==> src/frame_cfg_map.svh <==
`ifndef FRAME_CFG_MAP_SVH
`define FRAME_CFG_MAP_SVH
`define OFS_FRAME_CTRL 8'h00
`define OFS_AUX_CTRL 8'h04
`define OFS_BAUD_DIV 8'h08
`define OFS_STATUS 8'h0C
`define OFS_DATA 8'h10
`define FC_PARITY_ODD 0
`define FC_PARITY_EN 1
`define FC_IDLE_START 2
`define FC_ROUSE 3
`define FC_NINE 4
`define AUX_BIT_ORDER 0
`define AUX_TEN_BIT 1
`define AUX_STANDBY 2
`define AUX_SMART_CARD 3
`define ST_RX_FULL 0
`define ST_PARITY_ERR 1
`define ST_IDLE 2
`define ST_TX_BUSY 3
`define ST_STANDBY 4
`define FRAME_CTRL_RESET 5'h00
`define AUX_CTRL_RESET 4'h0
`define BAUD_DIV_RESET 16'h0010
`define CHAR_BASE_BITS 4'h8
`define FRAME_OVERHEAD 4'h2
`define RESP_OKAY 2'h0
`define RESP_SLVERR 2'h2
`endif

==> src/frame_cfg_pkg.sv <==
`include "frame_cfg_map.svh"
package frame_cfg_pkg;
    typedef enum logic [1:0] {
        RX_IDLE = 2'b00,
        RX_START = 2'b01,
        RX_BITS = 2'b10
    } rx_state_e;
    typedef logic [15:0] baud_div_t;

    // Character width: data plus parity, 8 to 10 bits.
    function automatic logic [3:0] char_bits(input logic nine, input logic ten, input logic parity_enable);
        return `CHAR_BASE_BITS + {3'h0, nine} + {3'h0, nine & ten & parity_enable};
    endfunction

    // Parity over the low n bits, odd selects odd parity.
    function automatic logic parity_of(input logic [9:0] d, input logic [3:0] n, input logic odd);
        logic p;
        p = odd;
        for (int i = 0; i < 10; i++) begin
            if (i < int'(n)) begin
                p = p ^ d[i];
            end
        end
        return p;
    endfunction

    // Mirrors the low n bits.
    function automatic logic [9:0] reverse_bits(input logic [9:0] d, input logic [3:0] n);
        logic [9:0] r;
        r = 10'h000;
        for (int i = 0; i < 10; i++) begin
            if (i < int'(n)) begin
                r[i] = d[int'(n) - 1 - i];
            end
        end
        return r;
    endfunction
endpackage

==> src/rx_link_if.sv <==
`timescale 1ns/1ps
`default_nettype none
interface rx_link_if;
    import frame_cfg_pkg::*;
    logic ce;
    logic rx;
    logic nine;
    logic ten;
    logic parity_enable;
    logic odd;
    logic bit_order_select;
    logic count_after_stop;
    baud_div_t div;
    logic valid;
    logic perr;
    logic mark;
    logic idle;
    logic [8:0] data;
    modport ctl (output ce, rx, nine, ten, parity_enable, odd, bit_order_select, count_after_stop, div,
        input valid, perr, mark, idle, data);
    modport eng (input ce, rx, nine, ten, parity_enable, odd, bit_order_select, count_after_stop, div,
        output valid, perr, mark, idle, data);
endinterface
`default_nettype wire

==> src/serial_rx_engine.sv <==
`timescale 1ns/1ps
`default_nettype none
`include "frame_cfg_map.svh"
module serial_rx_engine
    import frame_cfg_pkg::*;
(
    input wire logic clk,
    input wire logic rst_n,
    rx_link_if.eng lk
);
    rx_state_e st_ff, nxt_st;
    logic [15:0] tim_ff, nxt_tim;
    logic [3:0] idx_ff, nxt_idx;
    logic [9:0] sh_ff, nxt_sh;
    logic [3:0] ones_ff, nxt_ones;
    logic seen_ff, nxt_seen;
    logic valid_ff, nxt_valid;
    logic perr_ff, nxt_perr;
    logic mark_ff, nxt_mark;
    logic idle_ff, nxt_idle;
    logic [8:0] data_ff, nxt_data;
    logic [3:0] cbits, dlen, flen;
    logic [9:0] dat, ord;
    logic tick, smp, stop_smp;
    logic [15:0] reload;

    assign cbits = char_bits(lk.nine, lk.ten, lk.parity_enable);
    assign dlen = cbits - {3'h0, lk.parity_enable};
    assign flen = cbits + `FRAME_OVERHEAD;
    assign dat = sh_ff & ~(10'h3FF << dlen);
    assign ord = lk.bit_order_select ? reverse_bits(dat, dlen) : dat;
    assign tick = (tim_ff == 16'h0000);
    assign reload = lk.div - 16'h0001;
    assign stop_smp = (st_ff == RX_BITS) && tick && (idx_ff == cbits);
    assign lk.valid = valid_ff;
    assign lk.perr = perr_ff;
    assign lk.mark = mark_ff;
    assign lk.idle = idle_ff;
    assign lk.data = data_ff;

    always_comb begin
        nxt_st = st_ff;
        nxt_tim = tim_ff;
        nxt_idx = idx_ff;
        nxt_sh = sh_ff;
        nxt_ones = ones_ff;
        nxt_seen = seen_ff;
        nxt_valid = 1'b0;
        nxt_idle = 1'b0;
        nxt_perr = perr_ff;
        nxt_mark = mark_ff;
        nxt_data = data_ff;
        smp = 1'b0;
        if (!tick) begin
            nxt_tim = tim_ff - 16'h0001;
        end
        case (st_ff)
            RX_IDLE: begin
                if (!lk.rx) begin
                    nxt_st = RX_START;
                    nxt_tim = lk.div >> 1;
                end else if (tick) begin
                    nxt_tim = reload;
                    smp = 1'b1;
                end
            end
            RX_START: begin
                if (tick) begin
                    nxt_tim = reload;
                    nxt_st = lk.rx ? RX_IDLE : RX_BITS;
                    if (!lk.rx) begin
                        nxt_idx = 4'h0;
                        nxt_ones = 4'h0;
                        nxt_seen = 1'b0;
                    end
                end
            end
            RX_BITS: begin
                if (tick) begin
                    nxt_tim = reload;
                    if (idx_ff == cbits) begin
                        nxt_st = RX_IDLE;
                        nxt_valid = 1'b1;
                        nxt_data = ord[8:0];
                        nxt_perr = lk.parity_enable & (sh_ff[dlen] != parity_of(dat, dlen, lk.odd));
                        nxt_mark = ord[dlen - 4'h1];
                        if (lk.count_after_stop) begin
                            nxt_ones = 4'h0;
                            nxt_seen = 1'b0;
                        end else begin
                            smp = 1'b1;
                        end
                    end else begin
                        nxt_sh[idx_ff] = lk.rx;
                        nxt_idx = idx_ff + 4'h1;
                        smp = !lk.count_after_stop;
                    end
                end
            end
            default: begin
                nxt_st = RX_IDLE;
            end
        endcase
        if (smp) begin
            if (!lk.rx) begin
                nxt_ones = 4'h0;
                nxt_seen = 1'b0;
            end else if (ones_ff != flen) begin
                nxt_ones = ones_ff + 4'h1;
                if ((ones_ff + 4'h1 == flen) && !seen_ff) begin
                    nxt_idle = 1'b1;
                    nxt_seen = 1'b1;
                end
            end
        end
    end

    always_ff @(posedge clk or negedge rst_n) begin
        if (!rst_n) begin
            st_ff <= RX_IDLE;
            tim_ff <= 16'h0000;
            idx_ff <= 4'h0;
            sh_ff <= 10'h000;
            ones_ff <= 4'h0;
            seen_ff <= 1'b0;
            valid_ff <= 1'b0;
            perr_ff <= 1'b0;
            mark_ff <= 1'b0;
            idle_ff <= 1'b0;
            data_ff <= 9'h000;
        end else if (lk.ce) begin
            st_ff <= nxt_st;
            tim_ff <= nxt_tim;
            idx_ff <= nxt_idx;
            sh_ff <= nxt_sh;
            ones_ff <= nxt_ones;
            seen_ff <= nxt_seen;
            valid_ff <= nxt_valid;
            perr_ff <= nxt_perr;
            mark_ff <= nxt_mark;
            idle_ff <= nxt_idle;
            data_ff <= nxt_data;
        end
    end

    a_stop_zero_count: assert property (
        @(posedge clk) disable iff (!rst_n) (lk.ce && stop_smp && lk.count_after_stop) |=> (ones_ff == 4'h0))
        else $error("Idle count not restarted after stop bit.");
    a_frame_count_hold: assert property (
        @(posedge clk) disable iff (!rst_n)
        (st_ff == RX_BITS && lk.count_after_stop && $stable(lk.count_after_stop) && $past(st_ff) == RX_BITS)
        |-> (ones_ff == 4'h0))
        else $error("Ones counted inside a frame after stop-bit start was chosen.");
    a_idle_run_len: assert property (
        @(posedge clk) disable iff (!rst_n) idle_ff |-> (ones_ff == flen && flen >= 4'hA && flen <= 4'hC))
        else $error("Idle reported on a wrong run of ones.");
endmodule
`default_nettype wire

==> src/frame_uart.sv <==
// Functional notes
// - A frame is a start bit, 8 data bits (9 with the ninth-bit select), a stop bit, in the selected bit order.
// - In standby the receiver wakes on an idle line when rouse is 0, or on an address mark in the data MSB when 1.
// - Idle counting of ones starts after a valid start bit when idle_count_start is 0, after the stop bit when 1.
// - With idle_count_start set, the ones count is cleared when each stop bit is sampled, so the idle count restarts.
// - In standby with idle-line rouse, idle_count_start has no effect on when counting starts.
// - During idle-line rouse an idle character is a run of 10, 11 or 12 ones, set by ninth-bit, parity and ten-bit.
// - With parity on, the parity bit sits right before the stop bit on send and is checked there on receive.
// - Parity type 0 is even and 1 is odd, for generation and checking alike.
//
// The register addresses and the AXI4-Lite interface to the registers were left to the implementer.
`timescale 1ns/1ps
`default_nettype none
`include "frame_cfg_map.svh"
module frame_uart
    import frame_cfg_pkg::*;
(
    input wire logic clk,
    input wire logic rst_n,
    input wire logic ce,
    input wire logic rx_pin,
    output logic tx_pin,
    input wire logic [7:0] awaddr,
    input wire logic awvalid,
    output logic awready,
    input wire logic [31:0] wdata,
    input wire logic [3:0] wstrb,
    input wire logic wvalid,
    output logic wready,
    output logic [1:0] bresp,
    output logic bvalid,
    input wire logic bready,
    input wire logic [7:0] araddr,
    input wire logic arvalid,
    output logic arready,
    output logic [31:0] rdata,
    output logic [1:0] rresp,
    output logic rvalid,
    input wire logic rready
);
    rx_link_if lk();

    logic rx_s1_ff, rx_s2_ff;
    logic [4:0] fc_ff, nxt_fc;
    logic [3:0] aux_ff, nxt_aux;
    logic [15:0] div_ff, nxt_div;
    logic full_ff, nxt_full;
    logic perr_ff, nxt_perr;
    logic idle_ff, nxt_idle;
    logic [8:0] rxd_ff, nxt_rxd;
    logic tx_ff, nxt_tx;
    logic [11:0] tsh_ff, nxt_tsh;
    logic [3:0] left_ff, nxt_left;
    logic [15:0] ttim_ff, nxt_ttim;
    logic awh_ff, nxt_awh;
    logic [7:0] awa_ff, nxt_awa;
    logic wh_ff, nxt_wh;
    logic [31:0] wd_ff, nxt_wd;
    logic [3:0] ws_ff, nxt_ws;
    logic awr_ff, nxt_awr;
    logic wr_ff, nxt_wr;
    logic bv_ff, nxt_bv;
    logic [1:0] br_ff, nxt_br;
    logic arr_ff, nxt_arr;
    logic rv_ff, nxt_rv;
    logic [31:0] rd_ff, nxt_rd;
    logic [1:0] rr_ff, nxt_rr;
    logic [7:0] wa;
    logic [31:0] wdv;
    logic [3:0] wsv;
    logic do_wr, do_rd, busy, standby, wake_addr, wake_idle;
    logic [3:0] cbits, dlen;
    logic [9:0] txd;
    logic [11:0] vec;

    assign tx_pin = tx_ff;
    assign awready = awr_ff;
    assign wready = wr_ff;
    assign bvalid = bv_ff;
    assign bresp = br_ff;
    assign arready = arr_ff;
    assign rvalid = rv_ff;
    assign rdata = rd_ff;
    assign rresp = rr_ff;

    assign lk.ce = ce;
    assign lk.rx = rx_s2_ff;
    assign lk.nine = fc_ff[`FC_NINE];
    assign lk.ten = aux_ff[`AUX_TEN_BIT];
    assign lk.parity_enable = fc_ff[`FC_PARITY_EN];
    assign lk.odd = fc_ff[`FC_PARITY_ODD];
    assign lk.bit_order_select = aux_ff[`AUX_BIT_ORDER];
    assign lk.div = div_ff;
    assign lk.count_after_stop = fc_ff[`FC_IDLE_START] & ~(aux_ff[`AUX_STANDBY] & ~fc_ff[`FC_ROUSE]);

    serial_rx_engine u_rx (
        .clk(clk),
        .rst_n(rst_n),
        .lk(lk)
    );

    assign standby = aux_ff[`AUX_STANDBY];
    assign busy = (left_ff != 4'h0);
    assign cbits = char_bits(fc_ff[`FC_NINE], aux_ff[`AUX_TEN_BIT], fc_ff[`FC_PARITY_EN]);
    assign dlen = cbits - {3'h0, fc_ff[`FC_PARITY_EN]};
    assign wake_addr = standby & fc_ff[`FC_ROUSE] & lk.valid & lk.mark;
    assign wake_idle = standby & ~fc_ff[`FC_ROUSE] & lk.idle;
    assign wa = awh_ff ? awa_ff : awaddr;
    assign wdv = wh_ff ? wd_ff : wdata;
    assign wsv = wh_ff ? ws_ff : wstrb;
    assign do_wr = (awh_ff | (awvalid & awr_ff)) & (wh_ff | (wvalid & wr_ff)) & ~bv_ff;
    assign do_rd = arvalid & arr_ff;
    assign txd = aux_ff[`AUX_BIT_ORDER] ? reverse_bits({1'b0, wdv[8:0]}, dlen) : {1'b0, wdv[8:0]};

    always_comb begin
        vec = 12'hFFE;
        for (int i = 0; i < 10; i++) begin
            if (i < int'(dlen)) begin
                vec[i + 1] = txd[i];
            end
        end
        if (fc_ff[`FC_PARITY_EN]) begin
            vec[dlen + 4'h1] = parity_of(txd, dlen, fc_ff[`FC_PARITY_ODD]);
        end
    end

    always_comb begin
        nxt_fc = fc_ff;
        nxt_aux = aux_ff;
        nxt_div = div_ff;
        nxt_full = full_ff;
        nxt_perr = perr_ff;
        nxt_idle = idle_ff;
        nxt_rxd = rxd_ff;
        nxt_tx = tx_ff;
        nxt_tsh = tsh_ff;
        nxt_left = left_ff;
        nxt_ttim = ttim_ff;
        nxt_awh = awh_ff;
        nxt_awa = awa_ff;
        nxt_wh = wh_ff;
        nxt_wd = wd_ff;
        nxt_ws = ws_ff;
        nxt_bv = bv_ff;
        nxt_br = br_ff;
        nxt_rv = rv_ff;
        nxt_rd = rd_ff;
        nxt_rr = rr_ff;
        if (awvalid & awr_ff) begin
            nxt_awh = 1'b1;
            nxt_awa = awaddr;
        end
        if (wvalid & wr_ff) begin
            nxt_wh = 1'b1;
            nxt_wd = wdata;
            nxt_ws = wstrb;
        end
        if (bv_ff & bready) begin
            nxt_bv = 1'b0;
        end
        if (rv_ff & rready) begin
            nxt_rv = 1'b0;
        end
        if (busy) begin
            if (ttim_ff == 16'h0000) begin
                nxt_ttim = div_ff - 16'h0001;
                nxt_tsh = {1'b1, tsh_ff[11:1]};
                nxt_tx = tsh_ff[1];
                nxt_left = left_ff - 4'h1;
            end else begin
                nxt_ttim = ttim_ff - 16'h0001;
            end
        end
        if (do_wr) begin
            nxt_awh = 1'b0;
            nxt_wh = 1'b0;
            nxt_bv = 1'b1;
            nxt_br = `RESP_OKAY;
            case (wa)
                `OFS_FRAME_CTRL: begin
                    nxt_fc = wsv[0] ? wdv[4:0] : fc_ff;
                end
                `OFS_AUX_CTRL: begin
                    nxt_aux = wsv[0] ? wdv[3:0] : aux_ff;
                end
                `OFS_BAUD_DIV: begin
                    nxt_div = {wsv[1] ? wdv[15:8] : div_ff[15:8], wsv[0] ? wdv[7:0] : div_ff[7:0]};
                end
                `OFS_STATUS: begin
                    nxt_perr = perr_ff & ~(wsv[0] & wdv[`ST_PARITY_ERR]);
                    nxt_idle = idle_ff & ~(wsv[0] & wdv[`ST_IDLE]);
                end
                `OFS_DATA: begin
                    if (wsv[0] && !busy) begin
                        nxt_tsh = vec;
                        nxt_tx = 1'b0;
                        nxt_left = cbits + `FRAME_OVERHEAD;
                        nxt_ttim = div_ff - 16'h0001;
                    end
                end
                default: begin
                    nxt_br = `RESP_SLVERR;
                end
            endcase
        end
        if (do_rd) begin
            nxt_rv = 1'b1;
            nxt_rr = `RESP_OKAY;
            case (araddr)
                `OFS_FRAME_CTRL: nxt_rd = {27'h0, fc_ff};
                `OFS_AUX_CTRL: nxt_rd = {28'h0, aux_ff};
                `OFS_BAUD_DIV: nxt_rd = {16'h0, div_ff};
                `OFS_STATUS: nxt_rd = {27'h0, standby, busy, idle_ff, perr_ff, full_ff};
                `OFS_DATA: begin
                    nxt_rd = {23'h0, rxd_ff};
                    nxt_full = 1'b0;
                end
                default: begin
                    nxt_rd = 32'h0000_0000;
                    nxt_rr = `RESP_SLVERR;
                end
            endcase
        end
        if (lk.valid && (!standby || wake_addr)) begin
            nxt_rxd = lk.data;
            nxt_full = 1'b1;
            nxt_perr = nxt_perr | lk.perr;
        end
        if (lk.idle && !standby) begin
            nxt_idle = 1'b1;
        end
        if (wake_addr || wake_idle) begin
            nxt_aux[`AUX_STANDBY] = 1'b0;
        end
        nxt_awr = ~nxt_awh & ~nxt_bv;
        nxt_wr = ~nxt_wh & ~nxt_bv;
        nxt_arr = ~nxt_rv;
    end

    always_ff @(posedge clk or negedge rst_n) begin
        if (!rst_n) begin
            rx_s1_ff <= 1'b1;
            rx_s2_ff <= 1'b1;
        end else if (ce) begin
            rx_s1_ff <= rx_pin;
            rx_s2_ff <= rx_s1_ff;
        end
    end

    always_ff @(posedge clk or negedge rst_n) begin
        if (!rst_n) begin
            fc_ff <= `FRAME_CTRL_RESET;
            aux_ff <= `AUX_CTRL_RESET;
            div_ff <= `BAUD_DIV_RESET;
            full_ff <= 1'b0;
            perr_ff <= 1'b0;
            idle_ff <= 1'b0;
            rxd_ff <= 9'h000;
            tx_ff <= 1'b1;
            tsh_ff <= 12'hFFF;
            left_ff <= 4'h0;
            ttim_ff <= 16'h0000;
            awh_ff <= 1'b0;
            awa_ff <= 8'h00;
            wh_ff <= 1'b0;
            wd_ff <= 32'h0000_0000;
            ws_ff <= 4'h0;
            awr_ff <= 1'b1;
            wr_ff <= 1'b1;
            bv_ff <= 1'b0;
            br_ff <= 2'h0;
            arr_ff <= 1'b1;
            rv_ff <= 1'b0;
            rd_ff <= 32'h0000_0000;
            rr_ff <= 2'h0;
        end else if (ce) begin
            fc_ff <= nxt_fc;
            aux_ff <= nxt_aux;
            div_ff <= nxt_div;
            full_ff <= nxt_full;
            perr_ff <= nxt_perr;
            idle_ff <= nxt_idle;
            rxd_ff <= nxt_rxd;
            tx_ff <= nxt_tx;
            tsh_ff <= nxt_tsh;
            left_ff <= nxt_left;
            ttim_ff <= nxt_ttim;
            awh_ff <= nxt_awh;
            awa_ff <= nxt_awa;
            wh_ff <= nxt_wh;
            wd_ff <= nxt_wd;
            ws_ff <= nxt_ws;
            awr_ff <= nxt_awr;
            wr_ff <= nxt_wr;
            bv_ff <= nxt_bv;
            br_ff <= nxt_br;
            arr_ff <= nxt_arr;
            rv_ff <= nxt_rv;
            rd_ff <= nxt_rd;
            rr_ff <= nxt_rr;
        end
    end

    a_tx_frame_start: assert property (
        @(posedge clk) disable iff (!rst_n) $rose(busy) |-> (!tx_ff && left_ff == cbits + `FRAME_OVERHEAD))
        else $error("Transmit frame started without start bit or with wrong length.");
    a_tx_stop_place: assert property (
        @(posedge clk) disable iff (!rst_n) $rose(busy) |-> (tsh_ff[cbits + 4'h1] == 1'b1))
        else $error("Stop bit not right after the character.");
    a_tx_parity_val: assert property (
        @(posedge clk) disable iff (!rst_n)
        ($rose(busy) && fc_ff[`FC_PARITY_EN])
        |-> (tsh_ff[dlen + 4'h1] == (^(tsh_ff[10:1] & ~(10'h3FF << dlen)) ^ fc_ff[`FC_PARITY_ODD])))
        else $error("Transmitted parity bit does not follow parity type.");
    a_addr_wake: assert property (
        @(posedge clk) disable iff (!rst_n) (ce && lk.valid && lk.mark && standby && fc_ff[`FC_ROUSE]) |=> !standby)
        else $error("Address mark did not wake the receiver.");
    a_idle_wake: assert property (
        @(posedge clk) disable iff (!rst_n) (ce && lk.idle && standby && !fc_ff[`FC_ROUSE]) |=> !standby)
        else $error("Idle line did not wake the receiver.");
    a_parity_flag: assert property (
        @(posedge clk) disable iff (!rst_n) (ce && lk.valid && lk.perr && !standby) |=> (perr_ff && full_ff))
        else $error("Parity error not flagged.");
endmodule
`default_nettype wire

==> config.mk <==
export PLATFORM = sky130hd
export DESIGN_NAME = frame_uart
export DESIGN_NICKNAME = d
export VERILOG_FILES = /design/src/frame_cfg_pkg.sv /design/src/rx_link_if.sv /design/src/serial_rx_engine.sv /design/src/frame_uart.sv
export VERILOG_INCLUDE_DIRS = /design/src /design/src/src
export SDC_FILE = /design/constraint.sdc
export NUM_CORES = 1
export LEC_CHECK = 0
export BUFFER_PORTS_ARGS = -buffer_cell sky130_fd_sc_hd__buf_2
export CAP_MARGIN = 20
export CORE_MARGIN = 2
export CORE_UTILIZATION = 40
export CTS_BUF_LIST = sky130_fd_sc_hd__clkbuf_16
export CTS_CLUSTER_SIZE = 28
export DETAILED_ROUTE_END_ITERATION = 7
export PLACE_DENSITY = 0.6
export SYNTH_ARGS = -nofsm -noshare
export SYNTH_HDL_FRONTEND = slang
export SYNTH_SLANG_ARGS = --single-unit
==> constraint.sdc <==
create_clock -name clk -period 9.5 [get_ports clk]
set_input_delay 1.9 -clock clk [delete_from_list [all_inputs] [get_ports clk]]
set_output_delay 1.9 -clock clk [all_outputs]
set_load 0.05 [all_outputs]
==> flow_summary.ini <==
[worst_setup_path]
crit_buf_inv = 3
critical_path_class = reg2reg
max_stage_delay_ns = 0.93
crit_fanout = 24
cp.arrival_ns = 6.07
end_kind = flop
crit_family = adder cells
critical_path.cell_chain = and3_1 -> ha_1 -> xor2_2 -> buf_4 -> nor2_1 -> inv_1 -> ha_1 -> inv_1 -> mux4_2 -> mux2i_1 -> a41o_1 -> nor3_1 -> nor2_1 -> xor2_1 -> xnor2_1 -> o32a_1
cp_slowest_cell = dfrtp_1
worstPathRequired_ns = 9.87
cp-start-kind = flop

[floorplan]
core_area_mm2 = 0.0279
num_rows = 61
die_w_um = 172
io_pins = 103
start_util = 0.406
dieHeight_um = 172
dieArea_mm2 = 0.0297

[clocking]
hold_buffers = 0
cts_setup_buffers = 0
cts_buffers = 17
cts-root-buf = clkbuf_16
cts.sinks = 172
clock_path_buffers = 2
clk_pin_slew_ns = 0.07
clock_latency_ns = 0.44
ctsResizeCount = 0
cts_tree = yes
h-tree-depth = 4

[logic_synthesis]
ys_types = 90
ys_ff_latch = 172
async_flop_share = 1.00
synthFlopType = dfrtp_1
synth-edff-count = 0
synth-simple-area-share = 0.186
synth_top_family_by_area = compound AO/OA/AOI/OAI gates
synth_cells = 1279
ys_seq_area_frac = 0.382
synthAdderAreaFrac = 0.0210
syn_avg_cell_area_um2 = 8.85
synth_xor_area_frac = 0.0397
synth-compound-area-share = 0.194
ys_warn_count = 0
synth_mux_area_frac = 0.118
syn_area_mm2 = 0.0113

[final_layout]
finalNetCount = 1374
syn2layout_area_growth_pct = 9.15
final_cells = 1684
fin_area_mm2 = 0.0124
mostFrequentLayoutCells = dfrtp_1 (154), nand2_1 (143), a21oi_1 (106)
post_route_cells_drive_above_1_share = 0.169
fillCellCount = 2712
diodes = 0
multi_input_area_mm2 = 0.00639
layout_commonest_cell = dfrtp_1
utilization = 0.444
final-seq-area_mm2 = 0.00433

[hold_path]
hold_path_class = reg2reg

[outcome]
status = finished clean

[timing]
fin_crit_sh = 0.600
hold_violations = 0
clock.fmax_mhz = 176
worst_pin_slew_ns = 1.09
rsz0062_at_grt = no
slew_headroom = 0.271
skew_ns = 0.00669
finalSetupTns_ns = 0
setup_viol = 0
fin_crit_ns = 5.70
slew_viol_final = 0

[route]
wl_per_cell_um = 18.5
first_pass_iters = 5
totalWireLength_um = 31200
num_vias = 9719
drt_first_iter_violations = 832
antenna_left = 0
drc = 0
viasPerCell = 5.77

[placement]
dp_hpwl_um = 22200
placed_cell_area_mm2 = 0.0118
finalWeightedCongestion = 0.864
place_inst = 1653
port_buffers = 66

[grt]
grt_pass1_vias = 9008
grt_max_degree = 65
overflow = 0
grt_pass1_wl_um = 49800
grt_usage = 0.217
antenna_found_initial = 0

[pwr]
peakVddDrop_mv = 0.143
powerDensity_mw_per_mm2 = 244
p_leak_nw = 5.29

[job]
maxCapViolCount = 0
[kinds of logic after synthesis]
kind of cell / after synthesis
compound gates: 347
other cells: 1
buf+inv: 148
fa+ha+maj: 19
xor+xnor: 48
simple gates: 431
flops: 172
mux: 113
[area by class of cell]
class | count | share of cell area
Multi-Input combinational cell | 976 | 0.517
Sequential cell | 172 | 0.350
Timing Repair Buffer | 83 | 0.0392
Tap cell | 378 | 0.0383
Clock buffer | 17 | 0.0344
Inverter | 44 | 0.0134
Clock inverter | 14 | 0.00780
[state kept, by name (all words and copies together), names as in the netlist, 2 cells and up]
signal,count
tsh_ff,11
div_ff,16
awa_ff,8
u_rx.idx_ff,4
fc_ff,5
u_rx.ones_ff,4
aux_ff,4
ttim_ff,16
u_rx.lk.data,9
rdata,16
ws_ff,2
rxd_ff,9
wd_ff,16
u_rx.tim_ff,16
u_rx.st_ff,2
u_rx.sh_ff,10
left_ff,4
[layer usage]
metal	share of wire	routed length, µm	GRT usage
met5	0	0	0
met4	0.026	818	0.0782
met3	0.048	1490	0.0350
met2	0.46	14400	0.337
met1	0.47	14500	0.306
[worst reg2reg max path: stages (launching register included)]
cell and delay, ns:
dfrtp_1 0.93, and3_1 0.29, ha_1 0.78, xor2_2 0.17
buf_4 0.31, nor2_1 0.20, inv_1 0.11, ha_1 0.66
inv_1 0.33, mux4_2 0.31, mux2i_1 0.09, a41o_1 0.30
nor3_1 0.39, nor2_1 0.12, xor2_1 0.17, xnor2_1 0.15
o32a_1 0.33
[final timing paths]
path	start	end	slack, ns	cells after the start
max in group asynchronous	rst_n	u_rx.lk.data[8]	6.87	2
min in group asynchronous	rst_n	wd_ff[10]	1.42	1
setup reg to reg	fc_ff[1]	tsh_ff[11]	3.80	16
hold reg to reg	tsh_ff[1]	tx_pin	0.47	2
hold / removal	tsh_ff[1]	tx_pin	0.47	2
setup / recovery	fc_ff[1]	tsh_ff[11]	3.80	16
[where the power goes]
group          switching [W]  internal [W]
clock               0.000321      0.000333
combinational       0.000779      0.000523
sequential          0.000169      0.000887
total                0.00127       0.00174
[cells in the mapped netlist (5+ instances only)]
cell,count,area share
nor3b_1,7,0.0046
buf_2,10,0.0044
a22o_1,8,0.0062
nand4_1,11,0.0061
xnor2_1,28,0.022
ha_1,19,0.021
nand3_1,30,0.013
xor2_1,17,0.013
clkbuf_1,65,0.022
nor2_1,103,0.034
nor2b_1,11,0.0061
a21oi_1,106,0.047
a22oi_1,16,0.011
dfrtp_1,154,0.34
o31ai_1,7,0.0046
a221oi_1,6,0.0046
nand2_1,143,0.047
buf_1,5,0.0017
or3_1,18,0.0099
buf_4,21,0.014
dfstp_2,18,0.042
o21ai_0,86,0.038
and3_1,7,0.0039
a21o_1,8,0.0053
a31oi_1,15,0.0083
o32ai_1,5,0.0039
inv_1,42,0.014
mux2_2,58,0.058
nor4_1,7,0.0039
nor3_1,32,0.014
o211ai_1,8,0.0053
nand2b_1,21,0.012
o22ai_1,14,0.0077
o22a_1,10,0.0077
a211oi_1,9,0.0060
mux2i_1,41,0.036
mux4_2,10,0.020
or4_1,7,0.0046
nand4b_1,5,0.0039
[per-stage QoR]
stage                     setup slack, ns  total power (W)  hold WS [ns]
after global routing                 3.41          0.00319         0.493
final                                3.80          0.00301         0.474
after global placement               3.97          0.00232         0.456
after CTS                            3.91          0.00301         0.479
after floorplan                      5.12          0.00203         0.439
after detailed placement             3.92          0.00235         0.465
Power figures use the tool's default switching activity.
